===== config.mk =====
export PLATFORM = sky130hd
export DESIGN_NAME = cpf_flags
export DESIGN_NICKNAME = d
export VERILOG_FILES = /design/src/cpf_pkg.sv /design/src/cpf_flags.sv
export SDC_FILE = /design/constraint.sdc
export NUM_CORES = 1
export LEC_CHECK = 0
export BUFFER_PORTS_ARGS = -buffer_cell sky130_fd_sc_hd__clkbuf_2
export CAP_MARGIN = 15
export CORE_UTILIZATION = 29
export CTS_CLUSTER_DIAMETER = 120
export DETAILED_ROUTE_END_ITERATION = 8
export MAX_ROUTING_LAYER = met4
export PLACE_DENSITY = 0.57
export SLEW_MARGIN = 10
export SYNTH_ARGS = -nofsm -noshare
export SYNTH_HDL_FRONTEND = slang
export SYNTH_SLANG_ARGS = --single-unit

===== constraint.sdc =====
create_clock -name CLK_I -period 1.95 [get_ports CLK_I]
set_input_delay 0.195 -clock CLK_I [delete_from_list [all_inputs] [get_ports CLK_I]]
set_output_delay 0.195 -clock CLK_I [all_outputs]
set_load 0.01 [all_outputs]

===== src/cpf_pkg.sv =====
// Constants and types for the physical-layer fault flag block.
// Assumes an 8-bit register port with one-cycle read latency.
package cpf_pkg;
  localparam int          CPF_AW          = 4;        // Register address width
  localparam logic [3:0]  CPF_ADDR_STATUS = 4'h5;     // Live status mirror
  localparam logic [3:0]  CPF_ADDR_ENABLE = 4'h6;     // Interrupt enables
  localparam logic [3:0]  CPF_ADDR_FLAGS  = 4'h7;     // Sticky fault flags
  localparam logic [7:0]  CPF_FLAGS_RST   = 8'h00;    // Flag reset value
  localparam logic [7:0]  CPF_ENABLE_RST  = 8'h00;    // Enable reset value
  localparam logic [7:0]  CPF_FLAGS_MASK  = 8'hFB;    // Bit 2 reads zero
  localparam logic [7:0]  CPF_ENABLE_MASK = 8'h19;    // Bits 4, 3, 0
  localparam int          CPF_BIT_HVH     = 7;        // High line over-volt
  localparam int          CPF_BIT_HVL     = 6;        // High line under-volt
  localparam int          CPF_BIT_LVH     = 5;        // Low line over-volt
  localparam int          CPF_BIT_LVL     = 4;        // Low line under-volt
  localparam int          CPF_BIT_DT      = 3;        // Dominant timeout
  localparam int          CPF_BIT_HOC     = 1;        // High line over-current
  localparam int          CPF_BIT_LOC     = 0;        // Low line over-current
  localparam int          CPF_EN_VF       = 4;        // Voltage-fail enable
  localparam int          CPF_EN_DT       = 3;        // Timeout enable
  localparam int          CPF_EN_OC       = 0;        // Over-current enable

  // Inputs from the fault detectors, all asynchronous to the clock
  typedef struct packed {
    logic hi_volt_high;   // High line voltage-high status
    logic hi_volt_low;    // High line voltage-low status
    logic lo_volt_high;   // Low line voltage-high status
    logic lo_volt_low;    // Low line voltage-low status
    logic dt_event;       // Dominant timeout level
    logic hi_oc;          // High line over-current level
    logic lo_oc;          // Low line over-current level
  } cpf_stat_s;
endpackage : cpf_pkg


===== src/cpf_flags.sv =====
// Sticky fault flag register with enables and one interrupt line.
// Assumes detector inputs are asynchronous and held at least two cycles.
//
// Overview of operation
// - Writing one clears that flag only
// - Writing zero leaves flags unchanged
// - Enabled set flag holds interrupt pending
// - Bit 7 sets on high-line over-volt change
// - Bit 6 sets on high-line under-volt change
// - Flag register at offset 7, always accessible
// - Voltage flags gated by enable bit 4
// - Timeout flag gated by enable bit 3
// - Over-current flags gated by enable bit 0
//
// Local design decision: the address-and-strobe port.
`timescale 1ns/100ps
`default_nettype none
module cpf_flags
  import cpf_pkg::*;
(
  input  wire logic              CLK_I,        // 25 MHz clock
  input  wire logic              SYS_RST_I,    // Async reset, high
  input  wire logic [CPF_AW-1:0] ADDR_I,       // Register address
  input  wire logic [7:0]        WDATA_I,      // Write data
  input  wire logic              WR_I,         // Write strobe
  input  wire logic              RD_I,         // Read strobe
  input  wire cpf_stat_s         STAT_I,       // Detector levels
  output logic      [7:0]        RDATA_O,      // Read data, next cycle
  output logic                   IRQ_O         // Error interrupt, level
);

  cpf_stat_s   sync1;          // First synchroniser stage
  cpf_stat_s   sync2;          // Second synchroniser stage
  cpf_stat_s   prev;           // Last seen synced levels
  logic        primed;         // Prev holds a valid sample
  logic [7:0]  flags;          // Sticky flags
  logic [7:0]  enable;         // Enable register
  logic [7:0]  events;         // Set requests this cycle
  logic [7:0]  clr;            // Clear requests this cycle
  logic [7:0]  next_flags;     // Next flag value
  logic        next_irq;       // Next interrupt level
  logic [7:0]  status;         // Live status view

  // Two-flop synchroniser for detector inputs
  always_ff @(posedge CLK_I or posedge SYS_RST_I) begin
    if (SYS_RST_I) begin
      sync1 <= '0;
      sync2 <= '0;
    end else begin
      sync1 <= STAT_I;
      sync2 <= sync1;
    end
  end

  // Previous sample for change detection
  always_ff @(posedge CLK_I or posedge SYS_RST_I) begin
    if (SYS_RST_I) begin
      prev   <= '0;
      primed <= 1'b0;
    end else begin
      prev   <= sync2;
      primed <= 1'b1;
    end
  end

  // Event decode per flag bit
  always_comb begin
    events = 8'h00;
    if (primed) begin
      // Either-direction changes on the voltage status
      events[CPF_BIT_HVH] = sync2.hi_volt_high ^ prev.hi_volt_high;
      events[CPF_BIT_HVL] = sync2.hi_volt_low ^ prev.hi_volt_low;
      events[CPF_BIT_LVH] = sync2.lo_volt_high ^ prev.lo_volt_high;
      events[CPF_BIT_LVL] = sync2.lo_volt_low ^ prev.lo_volt_low;
      // Rising edges of fault levels
      events[CPF_BIT_DT]  = sync2.dt_event & ~prev.dt_event;
      events[CPF_BIT_HOC] = sync2.hi_oc & ~prev.hi_oc;
      events[CPF_BIT_LOC] = sync2.lo_oc & ~prev.lo_oc;
    end
  end

  // Write-one-to-clear decode on the flag address
  always_comb begin
    clr = 8'h00;
    if (WR_I && (ADDR_I == CPF_ADDR_FLAGS)) begin
      clr = WDATA_I;
    end
  end

  // Set wins over clear; bit 2 held at zero
  always_comb begin
    next_flags = ((flags & ~clr) | events) & CPF_FLAGS_MASK;
  end

  // Flag register
  always_ff @(posedge CLK_I or posedge SYS_RST_I) begin
    if (SYS_RST_I) begin
      flags <= CPF_FLAGS_RST;
    end else begin
      flags <= next_flags;
    end
  end

  // Enable register
  always_ff @(posedge CLK_I or posedge SYS_RST_I) begin
    if (SYS_RST_I) begin
      enable <= CPF_ENABLE_RST;
    end else if (WR_I && (ADDR_I == CPF_ADDR_ENABLE)) begin
      enable <= WDATA_I & CPF_ENABLE_MASK;
    end
  end

  // Interrupt gating by group enables, from present flags
  always_comb begin
    next_irq = 1'b0;
    if (enable[CPF_EN_VF] &&
        |flags[CPF_BIT_HVH:CPF_BIT_LVL]) begin
      next_irq = 1'b1;
    end
    if (enable[CPF_EN_DT] && flags[CPF_BIT_DT]) begin
      next_irq = 1'b1;
    end
    if (enable[CPF_EN_OC] &&
        (flags[CPF_BIT_HOC] || flags[CPF_BIT_LOC])) begin
      next_irq = 1'b1;
    end
  end

  // Registered interrupt output
  always_ff @(posedge CLK_I or posedge SYS_RST_I) begin
    if (SYS_RST_I) begin
      IRQ_O <= 1'b0;
    end else begin
      IRQ_O <= next_irq;
    end
  end

  // Live status view
  always_comb begin
    status = {sync2.hi_volt_high, sync2.hi_volt_low, sync2.lo_volt_high,
              sync2.lo_volt_low, sync2.dt_event, 1'b0, sync2.hi_oc,
              sync2.lo_oc};
  end

  // Read data, valid in the cycle after the strobe only
  always_ff @(posedge CLK_I or posedge SYS_RST_I) begin
    if (SYS_RST_I) begin
      RDATA_O <= 8'h00;
    end else if (RD_I) begin
      case (ADDR_I)
        CPF_ADDR_FLAGS:  RDATA_O <= flags;
        CPF_ADDR_ENABLE: RDATA_O <= enable;
        CPF_ADDR_STATUS: RDATA_O <= status;
        default:         RDATA_O <= 8'h00;
      endcase
    end else begin
      RDATA_O <= 8'h00;
    end
  end

  // Assertions
  property p_w1c_clear;
    @(posedge CLK_I) disable iff (SYS_RST_I)
      (WR_I && ADDR_I == CPF_ADDR_FLAGS && events == 8'h00)
      |=> ((flags & $past(WDATA_I)) == 8'h00);
  endproperty
  a_w1c_clear: assert property (p_w1c_clear)
    else $error("flag not cleared by one write");

  property p_zero_keeps;
    @(posedge CLK_I) disable iff (SYS_RST_I)
      (WR_I && ADDR_I == CPF_ADDR_FLAGS)
      |=> ((flags & ~$past(WDATA_I)) == ($past(flags) & ~$past(WDATA_I)))
          || $past(events != 8'h00);
  endproperty
  a_zero_keeps: assert property (p_zero_keeps)
    else $error("zero write disturbed a flag");

  property p_irq_follows;
    @(posedge CLK_I) disable iff (SYS_RST_I)
      ((|(flags[7:4]) && enable[CPF_EN_VF]) ||
       (flags[CPF_BIT_DT] && enable[CPF_EN_DT])) |=> IRQ_O;
  endproperty
  a_irq_follows: assert property (p_irq_follows)
    else $error("interrupt missing for enabled flag");

  property p_hvh_set;
    @(posedge CLK_I) disable iff (SYS_RST_I)
      (primed && sync2.hi_volt_high != prev.hi_volt_high)
      |=> flags[CPF_BIT_HVH];
  endproperty
  a_hvh_set: assert property (p_hvh_set)
    else $error("bit 7 not set on status change");

  property p_hvl_set;
    @(posedge CLK_I) disable iff (SYS_RST_I)
      $changed(sync2.hi_volt_low) && $past(primed) ##1 1'b1
      |-> flags[CPF_BIT_HVL];
  endproperty
  a_hvl_set: assert property (p_hvl_set)
    else $error("bit 6 not set on status change");

  property p_read_flags;
    @(posedge CLK_I) disable iff (SYS_RST_I)
      (RD_I && ADDR_I == CPF_ADDR_FLAGS) |=> (RDATA_O == $past(flags));
  endproperty
  a_read_flags: assert property (p_read_flags)
    else $error("flag read data wrong");

  property p_bit2_zero;
    @(posedge CLK_I) disable iff (SYS_RST_I)
      (RD_I && ADDR_I == CPF_ADDR_FLAGS) |=> !RDATA_O[2];
  endproperty
  a_bit2_zero: assert property (p_bit2_zero)
    else $error("bit 2 read as one");

  property p_vf_gate;
    @(posedge CLK_I) disable iff (SYS_RST_I)
      (!enable[CPF_EN_VF] && !enable[CPF_EN_DT] && !enable[CPF_EN_OC])
      |=> !IRQ_O;
  endproperty
  a_vf_gate: assert property (p_vf_gate)
    else $error("interrupt with all enables off");

  property p_dt_gate;
    @(posedge CLK_I) disable iff (SYS_RST_I)
      (flags == 8'h08 && !enable[CPF_EN_DT]) |=> !IRQ_O;
  endproperty
  a_dt_gate: assert property (p_dt_gate)
    else $error("timeout interrupt while disabled");

  property p_oc_gate;
    @(posedge CLK_I) disable iff (SYS_RST_I)
      ((flags & 8'hFC) == 8'h00 && !enable[CPF_EN_OC]) |=> !IRQ_O;
  endproperty
  a_oc_gate: assert property (p_oc_gate)
    else $error("over-current interrupt while disabled");

  // Without a flag write no set flag may drop
  property p_flag_sticky;
    @(posedge CLK_I) disable iff (SYS_RST_I)
      !(WR_I && ADDR_I == CPF_ADDR_FLAGS)
      |=> ((flags & $past(flags)) == $past(flags));
  endproperty
  a_flag_sticky: assert property (p_flag_sticky)
    else $error("flag lost without a one write");

  // Over-current flags with their enable raise the line
  property p_irq_oc;
    @(posedge CLK_I) disable iff (SYS_RST_I)
      (enable[CPF_EN_OC] && (flags[CPF_BIT_HOC] || flags[CPF_BIT_LOC]))
      |=> IRQ_O;
  endproperty
  a_irq_oc: assert property (p_irq_oc)
    else $error("interrupt missing for over-current flag");

  // No pending flag means no interrupt
  property p_irq_none;
    @(posedge CLK_I) disable iff (SYS_RST_I)
      (flags == 8'h00)
      |=> !IRQ_O;
  endproperty
  a_irq_none: assert property (p_irq_none)
    else $error("interrupt without a pending flag");

  // Voltage flags alone stay silent with their enable off
  property p_vf_only_gate;
    @(posedge CLK_I) disable iff (SYS_RST_I)
      (!enable[CPF_EN_VF] && (flags & 8'h0F) == 8'h00)
      |=> !IRQ_O;
  endproperty
  a_vf_only_gate: assert property (p_vf_only_gate)
    else $error("voltage interrupt while disabled");

  // Low line over-volt change sets bit 5
  property p_lvh_set;
    @(posedge CLK_I) disable iff (SYS_RST_I)
      (primed && sync2.lo_volt_high != prev.lo_volt_high)
      |=> flags[CPF_BIT_LVH];
  endproperty
  a_lvh_set: assert property (p_lvh_set)
    else $error("bit 5 not set on status change");

  // Low line under-volt change sets bit 4
  property p_lvl_set;
    @(posedge CLK_I) disable iff (SYS_RST_I)
      (primed && sync2.lo_volt_low != prev.lo_volt_low)
      |=> flags[CPF_BIT_LVL];
  endproperty
  a_lvl_set: assert property (p_lvl_set)
    else $error("bit 4 not set on status change");

  // Timeout rising edge sets bit 3
  property p_dt_set;
    @(posedge CLK_I) disable iff (SYS_RST_I)
      (primed && sync2.dt_event && !prev.dt_event)
      |=> flags[CPF_BIT_DT];
  endproperty
  a_dt_set: assert property (p_dt_set)
    else $error("bit 3 not set on timeout");

  // High line over-current rising edge sets bit 1
  property p_hoc_set;
    @(posedge CLK_I) disable iff (SYS_RST_I)
      (primed && sync2.hi_oc && !prev.hi_oc)
      |=> flags[CPF_BIT_HOC];
  endproperty
  a_hoc_set: assert property (p_hoc_set)
    else $error("bit 1 not set on over-current");

  // Low line over-current rising edge sets bit 0
  property p_loc_set;
    @(posedge CLK_I) disable iff (SYS_RST_I)
      (primed && sync2.lo_oc && !prev.lo_oc)
      |=> flags[CPF_BIT_LOC];
  endproperty
  a_loc_set: assert property (p_loc_set)
    else $error("bit 0 not set on over-current");

endmodule : cpf_flags
`default_nettype wire


==> results of run 1 <==
[layout make-up]
type	count	area (sq um)
timing repair buffer	30	153
fill	478	2980
sequential	40	1000
inverter	1	3.75
tap	67	83.8
clock buffer	7	96.3
clock inverter	1	30.0
multi-input combinational	63	410
[worst max-delay path, stage by stage (launching register included)]
cell,delay (ns)
sky130_fd_sc_hd__dfrtp_1,0.41
sky130_fd_sc_hd__mux2_2,0.27
sky130_fd_sc_hd__a22oi_1,0.20
sky130_fd_sc_hd__nor2_1,0.06
[power by group]
part           internal [mW]  switching, mW  leakage [nW]
clock                  0.451          0.265        0.0645
sequential             0.885         0.0334         0.464
combinational         0.0777         0.0736         0.310
total                   1.41          0.372         0.839
[worst min path at each step]
stage | from | to | slack [ns] | cells past startpoint
after floorplan | STAT_I[0] | sync1[0] | 0.23 | 0
after global placement | STAT_I[3] | sync1[3] | 0.30 | 1
after detailed placement | STAT_I[1] | sync1[1] | 0.30 | 1
after CTS | SYS_RST_I | flags[3] | 0.005 | 3
after global routing | STAT_I[6] | sync1[6] | 0.004 | 1
final | SYS_RST_I | flags[4] | -0.008 | 3
[flip-flops by register name (all words and copies together) (netlist names)]
| signal | flops |
|---|---|
| flags | 7 |
| primed | 1 |
| status | 7 |
| sync1 | 7 |
| IRQ_O | 1 |
| RDATA_O | 7 |
| prev | 7 |
| enable | 3 |
[layer usage]
| metal | vias up | GRT usage (%) | share of wire, % |
|---|---|---|---|
| li1 | 419 | - | - |
| met1 | 429 | 11.6 | 42 |
| met2 | 32 | 16.0 | 48 |
| met3 | 4 | 4.72 | 7.7 |
| met4 | 0 | 6.10 | 2.3 |
| met5 | - | - | 0 |
[kinds of logic after synthesis]
logic type             count (synthesis)  synth area share, %
other                                  2                0.521
AND/OR/NAND/NOR                       32                 11.3
XOR/XNOR                               4                 2.43
multiplexers                          10                 8.25
buffers and inverters                  4                 2.08
AO/OA/AOI/OAI                         15                 5.99
flip-flops                            40                 69.4
[per-stage QoR]
step                      setup slack, ns  cell area (sq um)  utilization, %
after floorplan                     0.837               1440               -
after CTS                           0.910               1780            37.4
after detailed placement            0.681               1650            34.7
after global placement              0.696               1650            34.7
final                               0.910               1780            37.4
after global routing                0.865               1780            37.4
[placed cells by master, fill, tap and decap left out]
master,count
sky130_fd_sc_hd__conb_1,2
sky130_fd_sc_hd__buf_4,1
sky130_fd_sc_hd__nand4b_1,1
sky130_fd_sc_hd__a22oi_1,3
sky130_fd_sc_hd__o41ai_1,1
sky130_fd_sc_hd__nor2_4,1
sky130_fd_sc_hd__xor2_1,4
sky130_fd_sc_hd__mux2i_1,4
sky130_fd_sc_hd__o21ai_0,11
sky130_fd_sc_hd__bufinv_16,1
sky130_fd_sc_hd__nor2_1,7
sky130_fd_sc_hd__nand3_1,1
sky130_fd_sc_hd__and2b_2,1
sky130_fd_sc_hd__mux2_2,3
sky130_fd_sc_hd__nand2_1,19
sky130_fd_sc_hd__nand4b_4,1
sky130_fd_sc_hd__clkbuf_2,29
sky130_fd_sc_hd__inv_1,1
sky130_fd_sc_hd__mux2_4,3
sky130_fd_sc_hd__dfrtp_1,40
sky130_fd_sc_hd__nand3b_1,1
sky130_fd_sc_hd__clkbuf_8,7
==> reports/results.txt, run 1 <==
The tools report the number of antenna violations at the first check in global routing as 0. The portion of the clock cycle consumed by the worst path in the final layout came out at 53.3%. The worst register-to-register path begins at enable[4]. For the pin count of the biggest net entering global routing, the log shows 41. The logs give 0 for the number of setup violations in the final report and 209 for the post-route non-filler standard cell count. The kind of critical path was flip-flop to flip-flop. The capture point of the worst reg-to-reg path was RDATA_O[4]. The largest area contributor in the synthesized netlist was sky130_fd_sc_hd__dfrtp_1. The number of instances in the synthesized netlist is 107. The area growth from synthesis to layout is 23.4%. The checks that failed: negative hold slack. During synthesis, Yosys emitted a total of 0 warnings. After synthesis, the largest area contributor takes up 69.4% of total cell area. The most instantiated library cell after synthesis was sky130_fd_sc_hd__dfrtp_1. The average cell area after synthesis works out to 13.5 sq um. The tools report the number of maximum-capacitance constraint violations as 0.

The vias per cell is 4.23, and the total DRC errors in the routed layout is 0. The final layout contains 164 nets. The HPWL after detailed placement is 1780 um. The total area inside the core boundary comes to 4750 sq um. For the starting utilization of the core area, the log shows 30.3%.

TritonCTS built the clock tree. Measured along the x axis, the die boundary spans 72.5 um. In this run the number of H-tree levels came out at 2.

The total number of vias came out at 884. The wire length of the first global-routing pass is 4000 um, and the total of cells resized after clock tree synthesis is 0. Vertical die dimension: 72.5 um.

The initialized floorplan defines 25 standard-cell rows. In the post-synthesis netlist, the biggest area contributors are sky130_fd_sc_hd__dfrtp_1 69%, sky130_fd_sc_hd__nand2_1 4.9%, sky130_fd_sc_hd__o21ai_0 3.8%. Sorting the synthesized cells by how often they occur yields 40 x sky130_fd_sc_hd__dfrtp_1, 19 x sky130_fd_sc_hd__nand2_1, 11 x sky130_fd_sc_hd__o21ai_0. Clock latency on the worst-skew pair, taken at its later pin, is 0.29 ns.

The final routed wirelength across all metal layers came out at 2400 um. STA classifies the critical path startpoint as a flip-flop. The number of placed instances, taps included, is 201. Global routing finished with a remaining overflow of 0. The slack of the worst reg-to-reg path is 0.91 ns.

The logs give 130 for the synthesized net count and 4 for the first-pass iteration count of the detailed router. The wire length per cell after detailed routing came out at 11.5 um. Setup repair after global routing left no endpoint under its margin. Global routing consumed, over all layers together, 10.6% of the routing resources.

For the post-synthesis cell area, the log shows 1440 sq um. After the first detailed-routing iteration, the DRC count stood at 25. Along the worst path, the maximum fanout reaches 3. The logs give -0.00813 ns for the minimum hold slack and 0 for the number of buffers added to fix hold violations after cts.

In this run the power density over the cells is 1000 nW/um^2. Counting every sink on the clock net gives 40. The number of setup buffers added after CTS came out at 0.

The worst setup path is captured at a flip-flop. The sequential cell area fraction in the yosys report was 69.4%; the final weighted congestion in routability-driven placement was 0.728. The run gives 0 as the number of diodes added for antenna fixing.

The count of buffers inserted at the top-level ports was 29. In the final layout, the share of cells above drive strength 1 is 33.1%. Based on the critical path, the design can be clocked at up to 962 MHz. The completed layout was analyzed and its total power is 1.79 mW. The tools report the endpoint arrival time on the critical path as 1.22 ns. Tracing the worst setup path back leads to its startpoint at enable[4]. For this run, asynchronously set or reset flops after synthesis account for 100%. Synthesis inferred 40 register bits.

The tools report the largest clock skew in the final design as 0.00760 ns. The count of distinct cell types in the synthesized netlist was 20; the leakage power was 0.839 nW. Data on the critical path is required at its endpoint by 2.13 ns. The die covers 5260 sq um.

The final-report max-slew violation count was 0; the number of global-route vias before repair was 910. The path class of the tightest hold or removal check is input port to asynchronous set/reset pin. The worst voltage drop across the vdd grid was 0.456 mV.

The timing endpoint of the critical path is RDATA_O[4]. For the worst flop-to-flop path, the logic depth is 3. The setup TNS after final layout was 0 ns.

The run finished, with violations left. In this run, synthesis inferred 0 flip-flops with an integrated enable. Clock tree synthesis inserted a total of 5 buffers. The buffer depth of the longest clock path came out at 2.

CTS placed an instance of sky130_fd_sc_hd__clkbuf_8 at the clock tree root. For this design the top-level I/O count stands at 32. Clock-pin slew was measured on the worst setup and hold paths at 0.08 ns. The run gives 0 as the remaining antenna violation count. The most used flip-flop cell after synthesis was sky130_fd_sc_hd__dfrtp_1.

The final period demand of the worst path was 1.04 ns; the number of hold-slack violations in the final timing report was 20.
(Power assumes the default switching activity.)
==> inputs of run 2 (changes only) <==
--- a/config.mk
+++ b/config.mk
@@ -5,6 +5,7 @@
 export SDC_FILE = /design/constraint.sdc
 export NUM_CORES = 1
 export LEC_CHECK = 0
+export ABC_AREA = 1
 export BUFFER_PORTS_ARGS = -buffer_cell sky130_fd_sc_hd__clkbuf_2
 export CAP_MARGIN = 15
 export CORE_UTILIZATION = 29
==> constraint.sdc (replaced) <==
create_clock -name CLK_I -period 1.05 [get_ports CLK_I]
set_input_delay 0.105 -clock CLK_I [delete_from_list [all_inputs] [get_ports CLK_I]]
set_output_delay 0.105 -clock CLK_I [all_outputs]
set_load 0.01 [all_outputs]
==> reports/results.txt, run 2 <==
In this run, placement finished with an instance count of 242. After floorplanning, the core was sized to cover 4790 sq um. The run gives 2540 um as the final routed wirelength across all metal layers.

Walking the worst path, the cells encountered are or2_2 -> nand3_1 -> nand2_1. The H-tree was split into 2 levels. The detailed router put a total of 1040 um of wire on met1. The buffer depth of the longest clock path was 2; the post-place setup slack was 0.120 ns. The number of setup buffers added after CTS is 0.

Number of global-route vias before repair: 1078. In the synthesized netlist the dominant register cell turns out to be sky130_fd_sc_hd__dfrtp_1. Detailed routing placed a total of 128 um of wire on met3. Detailed routing placed a total of 1340 um of wire on met2.

The final weighted congestion in routability-driven placement is 0.855. The post-detailed-placement half-perimeter wirelength is 1900 um. The type of the tightest min-delay check was input port to flip-flop.

TritonCTS built the clock tree. For this configuration, the core starts out at a cell density of 30.5%. For this design, the slowest cell found on the critical path is sky130_fd_sc_hd__dfrtp_1. The largest area contributor in the synthesized netlist was sky130_fd_sc_hd__dfrtp_1.

The number of hold-slack violations in the final timing report is 0. Compared with the post-synthesis result, the final layout area differs by 30.0%. The total number of vias came out at 1045.

The tools report the area of the die as 5320 sq um. The kind of critical path is flip-flop to flip-flop. Power spread over the standard cell area amounts to 1520 nW/um^2.

The tools report the first-pass iteration count of the detailed router as 4. The launch instance of the worst register-to-register path is status[4]. The worst setup path is launched from a flip-flop. The run gives 143 as the number of instances in the synthesized netlist.

For the number of antenna violations at the first check in global routing, the log shows 0. The portion of the clock cycle consumed by the worst path in the final layout is 88.3%. The async set or reset register ratio after synthesis came out at 100%.

Cells with a size suffix above 1 make up 24.7% of the layout. The tools report the count of routing violations after the opening detailed-route iteration as 38. The leading cell type in the layout, fill and taps excluded was sky130_fd_sc_hd__dfrtp_1. Along the worst path, the maximum fanout reaches 4. The vias per cell came out at 4.07. Most instantiated library cell after synthesis: sky130_fd_sc_hd__dfrtp_1. Count of buffers inserted at the top-level ports: 29. The floorplan has 25 rows.

Of the synthesized area, sequential elements account for 68.6%. For the number of maximum-capacitance constraint violations, the log shows 0. The count of flip-flops with a built-in enable after synthesis is 0, and the final-report max-slew violation count is 0. Counting the buffers created by CTS gives 5. The worst stage delay on the critical path was 0.41 ns; the final period demand of the worst path was 0.927 ns.

Setup repair after global routing left no endpoint under its margin. The number of inserted filler cells in the final layout was 469; the remaining antenna violation count was 0. Routed signal wires occupy layers up through met4. Sorting the synthesized cells by how often they occur yields 40 x sky130_fd_sc_hd__dfrtp_1, 37 x sky130_fd_sc_hd__nand2_1, 29 x sky130_fd_sc_hd__nand3_1. The total DRC errors in the routed layout was 0. The flip-flop and latch count after synthesis was 40; the final worst setup slack was 0.123 ns.

The worst hold path begins at WDATA_I[0]. The synthesized net count was 166; the sum of overflow across all layers after global routing was 0. At the later pin of the worst-skew pair, clock insertion delay measures 0.28 ns. The net count of the finished layout is 213. The overall power of the completed layout was 2.89 mW. The number of buffers and inverters on the critical path is 0.

The flow ran to the end, and the final reports show no timing, DRC or antenna violations. The tools report the endpoint class of the critical path as a flip-flop. For the highest achievable clock rate, the log shows 1080 MHz. The first global-routing pass estimated 4390 um of wire. In the final routed layout, each cell accounts on average for 9.89 um.

The cell area that synthesis handed to floorplanning was 1460 sq um. The top cell type by area accounts for 68.6% of the synthesized area. For the worst setup path, the data arrival time is 1.10 ns.

Adding up every negative setup slack in the final design gives 0 ns. For the worst setup path, the data required time is 1.23 ns. The library cells used most frequently in the layout, excluding fill and tap cells, are 40 x sky130_fd_sc_hd__dfrtp_1, 37 x sky130_fd_sc_hd__nand2_1, 29 x sky130_fd_sc_hd__nand3_1, 29 x sky130_fd_sc_hd__clkbuf_2, 12 x sky130_fd_sc_hd__inv_1. Yosys attributes the largest share of cell area to sky130_fd_sc_hd__dfrtp_1 69%, sky130_fd_sc_hd__nand3_1 9.9%, sky130_fd_sc_hd__nand2_1 9.5%.

For this run, the total global-route usage over all layers was measured as 11.7%. The root buffer cell was sky130_fd_sc_hd__clkbuf_8. The top cell family by delay on the critical path was flip-flops.

The analysis attributes to cell leakage a power of 0.965 nW. The logs give 0 for the number of setup violations in the final report and 0.00377 ns for the largest clock skew in the final design. For the minimum hold slack, the log shows 0.0506 ns.

Entering global routing, the biggest net connects 34 pins. The clock drives 40 sinks. Vertical die dimension: 72.9 um. The average cell area after synthesis came out at 10.2 sq um. Tracing the worst setup path back leads to its startpoint at status[4]. The clock edge transition at the registers on the reported setup and hold paths is 0.07 ns. 0 antenna diodes ended up in the layout. The tools report the number of I/O pins as 32. Die outline width: 72.9 um.

IR analysis of the VDD net gives a maximum drop of 0.965 mV. The total number of yosys warnings is 0, and the count of distinct cell types in the synthesized netlist is 12. Excluding fillers, the count of instances in the completed layout stands at 257.
## run 2: worst register-to-register path: cells and delay by family (launching register included)
| family | cells | cell delay (ns) |
|---|---|---|
| AND/OR/NAND/NOR | 3 | 0.41 |
| flip-flops | 1 | 0.41 |
## run 2: what timing repair did
item | in CTS | in global routing
endpoints found under the hold margin | 14 | 0
resized for setup | 0 | 0
hold buffers | 8 | 0
## run 2: final timing paths
check	endpoint	slack [ns]	depth (start not counted)
worst max register to register	flags[4]	0.12	3
max in group asynchronous	prev[5]	0.28	4
worst min register to register	status[0]	0.35	0
worst max-delay path	flags[4]	0.12	3
min in group asynchronous	sync1[2]	0.31	3
worst min-delay path	enable[0]	0.05	3
## run 2: cells by family after synthesis
group | after synthesis | share of synthesized area (%)
buffers and inverters | 16 | 4.89
and+or+nand+nor | 76 | 22.9
other | 2 | 0.515
DFF | 40 | 68.6
AOI/OAI and AO/OA | 9 | 3.09
## run 2: per-stage QoR
step | area (sq um) | utilization, %
2_1_floorplan | 1460 | -
3_3_place_gp | 1740 | 36.3
3_5_place_dp | 1740 | 36.3
4_1_cts | 1900 | 39.6
5_1_grt | 1900 | 39.6
6_report | 1900 | 39.6
## run 2: routing by layer
layer  up-vias  GRT usage, %
met3         4          5.80
met1       472          10.4
met2        27          20.9
li1        542             -
met5         -             -
met4         0          4.79
## run 2: area by class of cell
| cell class | count | area, sq um | area share [%] |
|---|---|---|---|
| clock buffer | 6 | 72.6 | 3.83 |
| multi-input combinational | 87 | 387 | 20.4 |
| clock inverter | 1 | 5.00 | 0.264 |
| tap | 67 | 83.8 | 4.42 |
| timing repair buffer | 44 | 303 | 16.0 |
| sequential | 40 | 1000 | 52.8 |
| inverter | 12 | 45.0 | 2.37 |
## run 2: report_power, final
part           switching [mW]  internal, mW
clock                   0.466         0.451
combinational           0.143         0.134
sequential             0.0549          1.64
total                   0.664          2.23
==> inputs of run 3 (changes only) <==
==> constraint.sdc (replaced) <==
create_clock -name CLK_I -period 1 [get_ports CLK_I]
set_input_delay 0.1 -clock CLK_I [delete_from_list [all_inputs] [get_ports CLK_I]]
set_output_delay 0.1 -clock CLK_I [all_outputs]
set_load 0.01 [all_outputs]
==> reports/results.txt, run 3 (same netlist as run 2, synthesis figures left out) <==
The critical path launch point type is a flip-flop. The number of antenna violations at the first check in global routing was 0; the area of the die was 5320 sq um. From synthesis to final layout, the design area changed by 34.3%.

Across the run, the number of max-cap violations was 0. Counting the buffers created by CTS gives 5. For the count of nets after finishing, the log shows 215. In this run the critical register-to-register path is captured at flags[4]. The logs give 3.44 mW for the overall power of the completed layout and 0 for the sum of overflow across all layers after global routing. Data on the critical path is required at its endpoint by 1.18 ns. The worst path meets setup with 0.0853 ns of slack.

In this run the critical register-to-register path is launched from status[4]. From bottom edge to top edge, the die measures 72.9 um. The hold path endpoint is enable[0].

The logs give 1.10 ns for the endpoint arrival time on the critical path and 27 for the pin count of the biggest net entering global routing. Setup repair after global routing left no endpoint under its margin. The logs give 0 for the total of cells resized after clock tree synthesis and 0.891 mV for the worst voltage drop across the vdd grid. The worst setup path is captured at a flip-flop. The wire length per cell after detailed routing works out to 9.94 um.

TritonCTS built the clock tree. The post-detailed-placement half-perimeter wirelength was 1890 um. The flow ran to the end, and the final reports show no timing, DRC or antenna violations. The maximum fanout along the worst path was 4.

Counting along the longest clock path gives a buffer depth of 2. The H-tree was split into 2 levels. The final route contains 1049 vias. After routing the design area is 1960 sq um. The worst hold path begins at WDATA_I[0]. Portion of the clock cycle consumed by the worst path in the final layout: 91.5%.

The run gives 456 as the number of inserted filler cells in the final layout. In this run the cell area measured after placement is 1750 sq um. Final period demand of the worst path: 0.915 ns. For the worst flop-to-flop path, the logic depth is 3. Core box area: 4790 sq um. The first global-routing pass estimated 4530 um of wire. The share of cells above drive strength 1 is 26.9%.

Between clock sinks in the finished design, the worst skew comes to 0.00231 ns. The kind of critical path is flip-flop to flip-flop. Leading cell type in the layout, fill and taps excluded: sky130_fd_sc_hd__dfrtp_1.

The logs give 0 for the final-report max-slew violation count and 40.9% for the utilization after layout. In the layout the commonest cells are 40 x sky130_fd_sc_hd__dfrtp_1, 37 x sky130_fd_sc_hd__nand2_1, 29 x sky130_fd_sc_hd__nand3_1, 29 x sky130_fd_sc_hd__clkbuf_2, 11 x sky130_fd_sc_hd__inv_1. In this run the clock root is driven by a sky130_fd_sc_hd__clkbuf_8. The logs give 32 for the number of I/O pins and 0.09 ns for the slack of the worst reg-to-reg path.

The power density of the placed cells is 1760 nW/um^2. For this run, the number of standard cells in the final layout without fillers is 260. From left edge to right edge, the die measures 72.9 um. Static timing analysis puts the maximum clock frequency at 1090 MHz. The tools report the final routed wirelength across all metal layers as 2580 um. The worst hold path was traced through 3 stages. For the worst-skew pair, the clock arrives at the later sink with an insertion delay of 0.29 ns.

The count of buffers inserted at the top-level ports is 29, and the global router's overall resource usage is 11.9%. The number of placed instances, taps included, is 243. The clock edge transition at the registers on the reported setup and hold paths came out at 0.07 ns. The tools report the final weighted congestion in routability-driven placement as 0.782.

Setup violations remaining at the end of the flow were counted as 0. Prior to clock tree synthesis, the placed netlist has a worst setup slack of 0.0768 ns. For this configuration, the core starts out at a cell density of 30.5%. The minimum hold slack came out at 0.0371 ns. The count of nets left with antenna violations once routing finished came out at 0. For the first-pass iteration count of the detailed router, the log shows 4.

For the number of global-route vias before repair, the log shows 1052. 0 antenna diodes ended up in the layout. The path class of the tightest hold or removal check is input port to flip-flop. The analysis attributes to cell leakage a power of 0.990 nW. The vias per cell came out at 4.03. Summed over all failing endpoints, the final setup total negative slack is 0 ns. The logs give 0 for the number of hold-slack violations in the final timing report and 0 for the total DRC errors in the routed layout. The floorplan has 25 rows. The count of routing violations after the opening detailed-route iteration came out at 53. CTS saw 40 sinks.
==> run 3: cell types whose count changed in the layout (fill, tap and decap cells not counted), sizes merged <==
cell,delta
buf,+2
bufinv,+1
clkinvlp,+1
inv,-1
==> run 3: worst max-delay path: stages (launching register included) <==
cell and delay [ns]:
sky130_fd_sc_hd__dfrtp_1 0.40, sky130_fd_sc_hd__or2_2 0.30, sky130_fd_sc_hd__nand3_1 0.07, sky130_fd_sc_hd__nand2_1 0.05
==> run 3: cell type report <==
class	instances	area, sq um	area share [%]
Inverter	12	48.8	2.49
Tap cell	67	83.8	4.28
Multi-Input combinational cell	87	387	19.7
Timing Repair Buffer	46	318	16.2
Clock inverter	2	38.8	1.98
Clock buffer	6	82.6	4.21
Sequential cell	40	1000	51.1
==> run 3: report_power, final <==
| group | switching [mW] | leakage, nW | total (mW) | internal [mW] |
|---|---|---|---|---|
| logic | 0.157 | 0.462 | 0.303 | 0.146 |
| registers | 0.0586 | 0.466 | 1.78 | 1.72 |
| clock network | 0.544 | 0.0614 | 1.36 | 0.815 |
| total | 0.760 | 0.990 | 3.44 | 2.68 |
==> run 3: routing by layer <==
| metal | GRT usage, % | up-vias | share of wire, % |
|---|---|---|---|
| li1 | - | 547 | - |
| met1 | 13.7 | 473 | 46 |
| met2 | 19.2 | 24 | 48 |
| met3 | 3.45 | 5 | 4.3 |
| met4 | 5.23 | 0 | 1.5 |
| met5 | - | - | 0 |
==> run 3: worst max-delay path by stage <==
stage,startpoint,to,cells past startpoint,slack [ns]
2_1_floorplan,status[4],flags[4],3,0.12
5_1_grt,status[4],flags[4],3,0.008
3_5_place_dp,status[4],flags[4],3,0.08
4_1_cts,status[4],flags[4],3,0.06
6_report,status[4],flags[4],3,0.09
3_3_place_gp,status[4],flags[4],3,0.08
==> run 3: what timing repair did <==
| action | in CTS | in global routing |
|---|---|---|
| endpoints found under the hold margin | 21 | 0 |
| setup endpoints to repair | 0 | 1 |
| setup buffers | 0 | 1 |
| hold buffers | 8 | 0 |
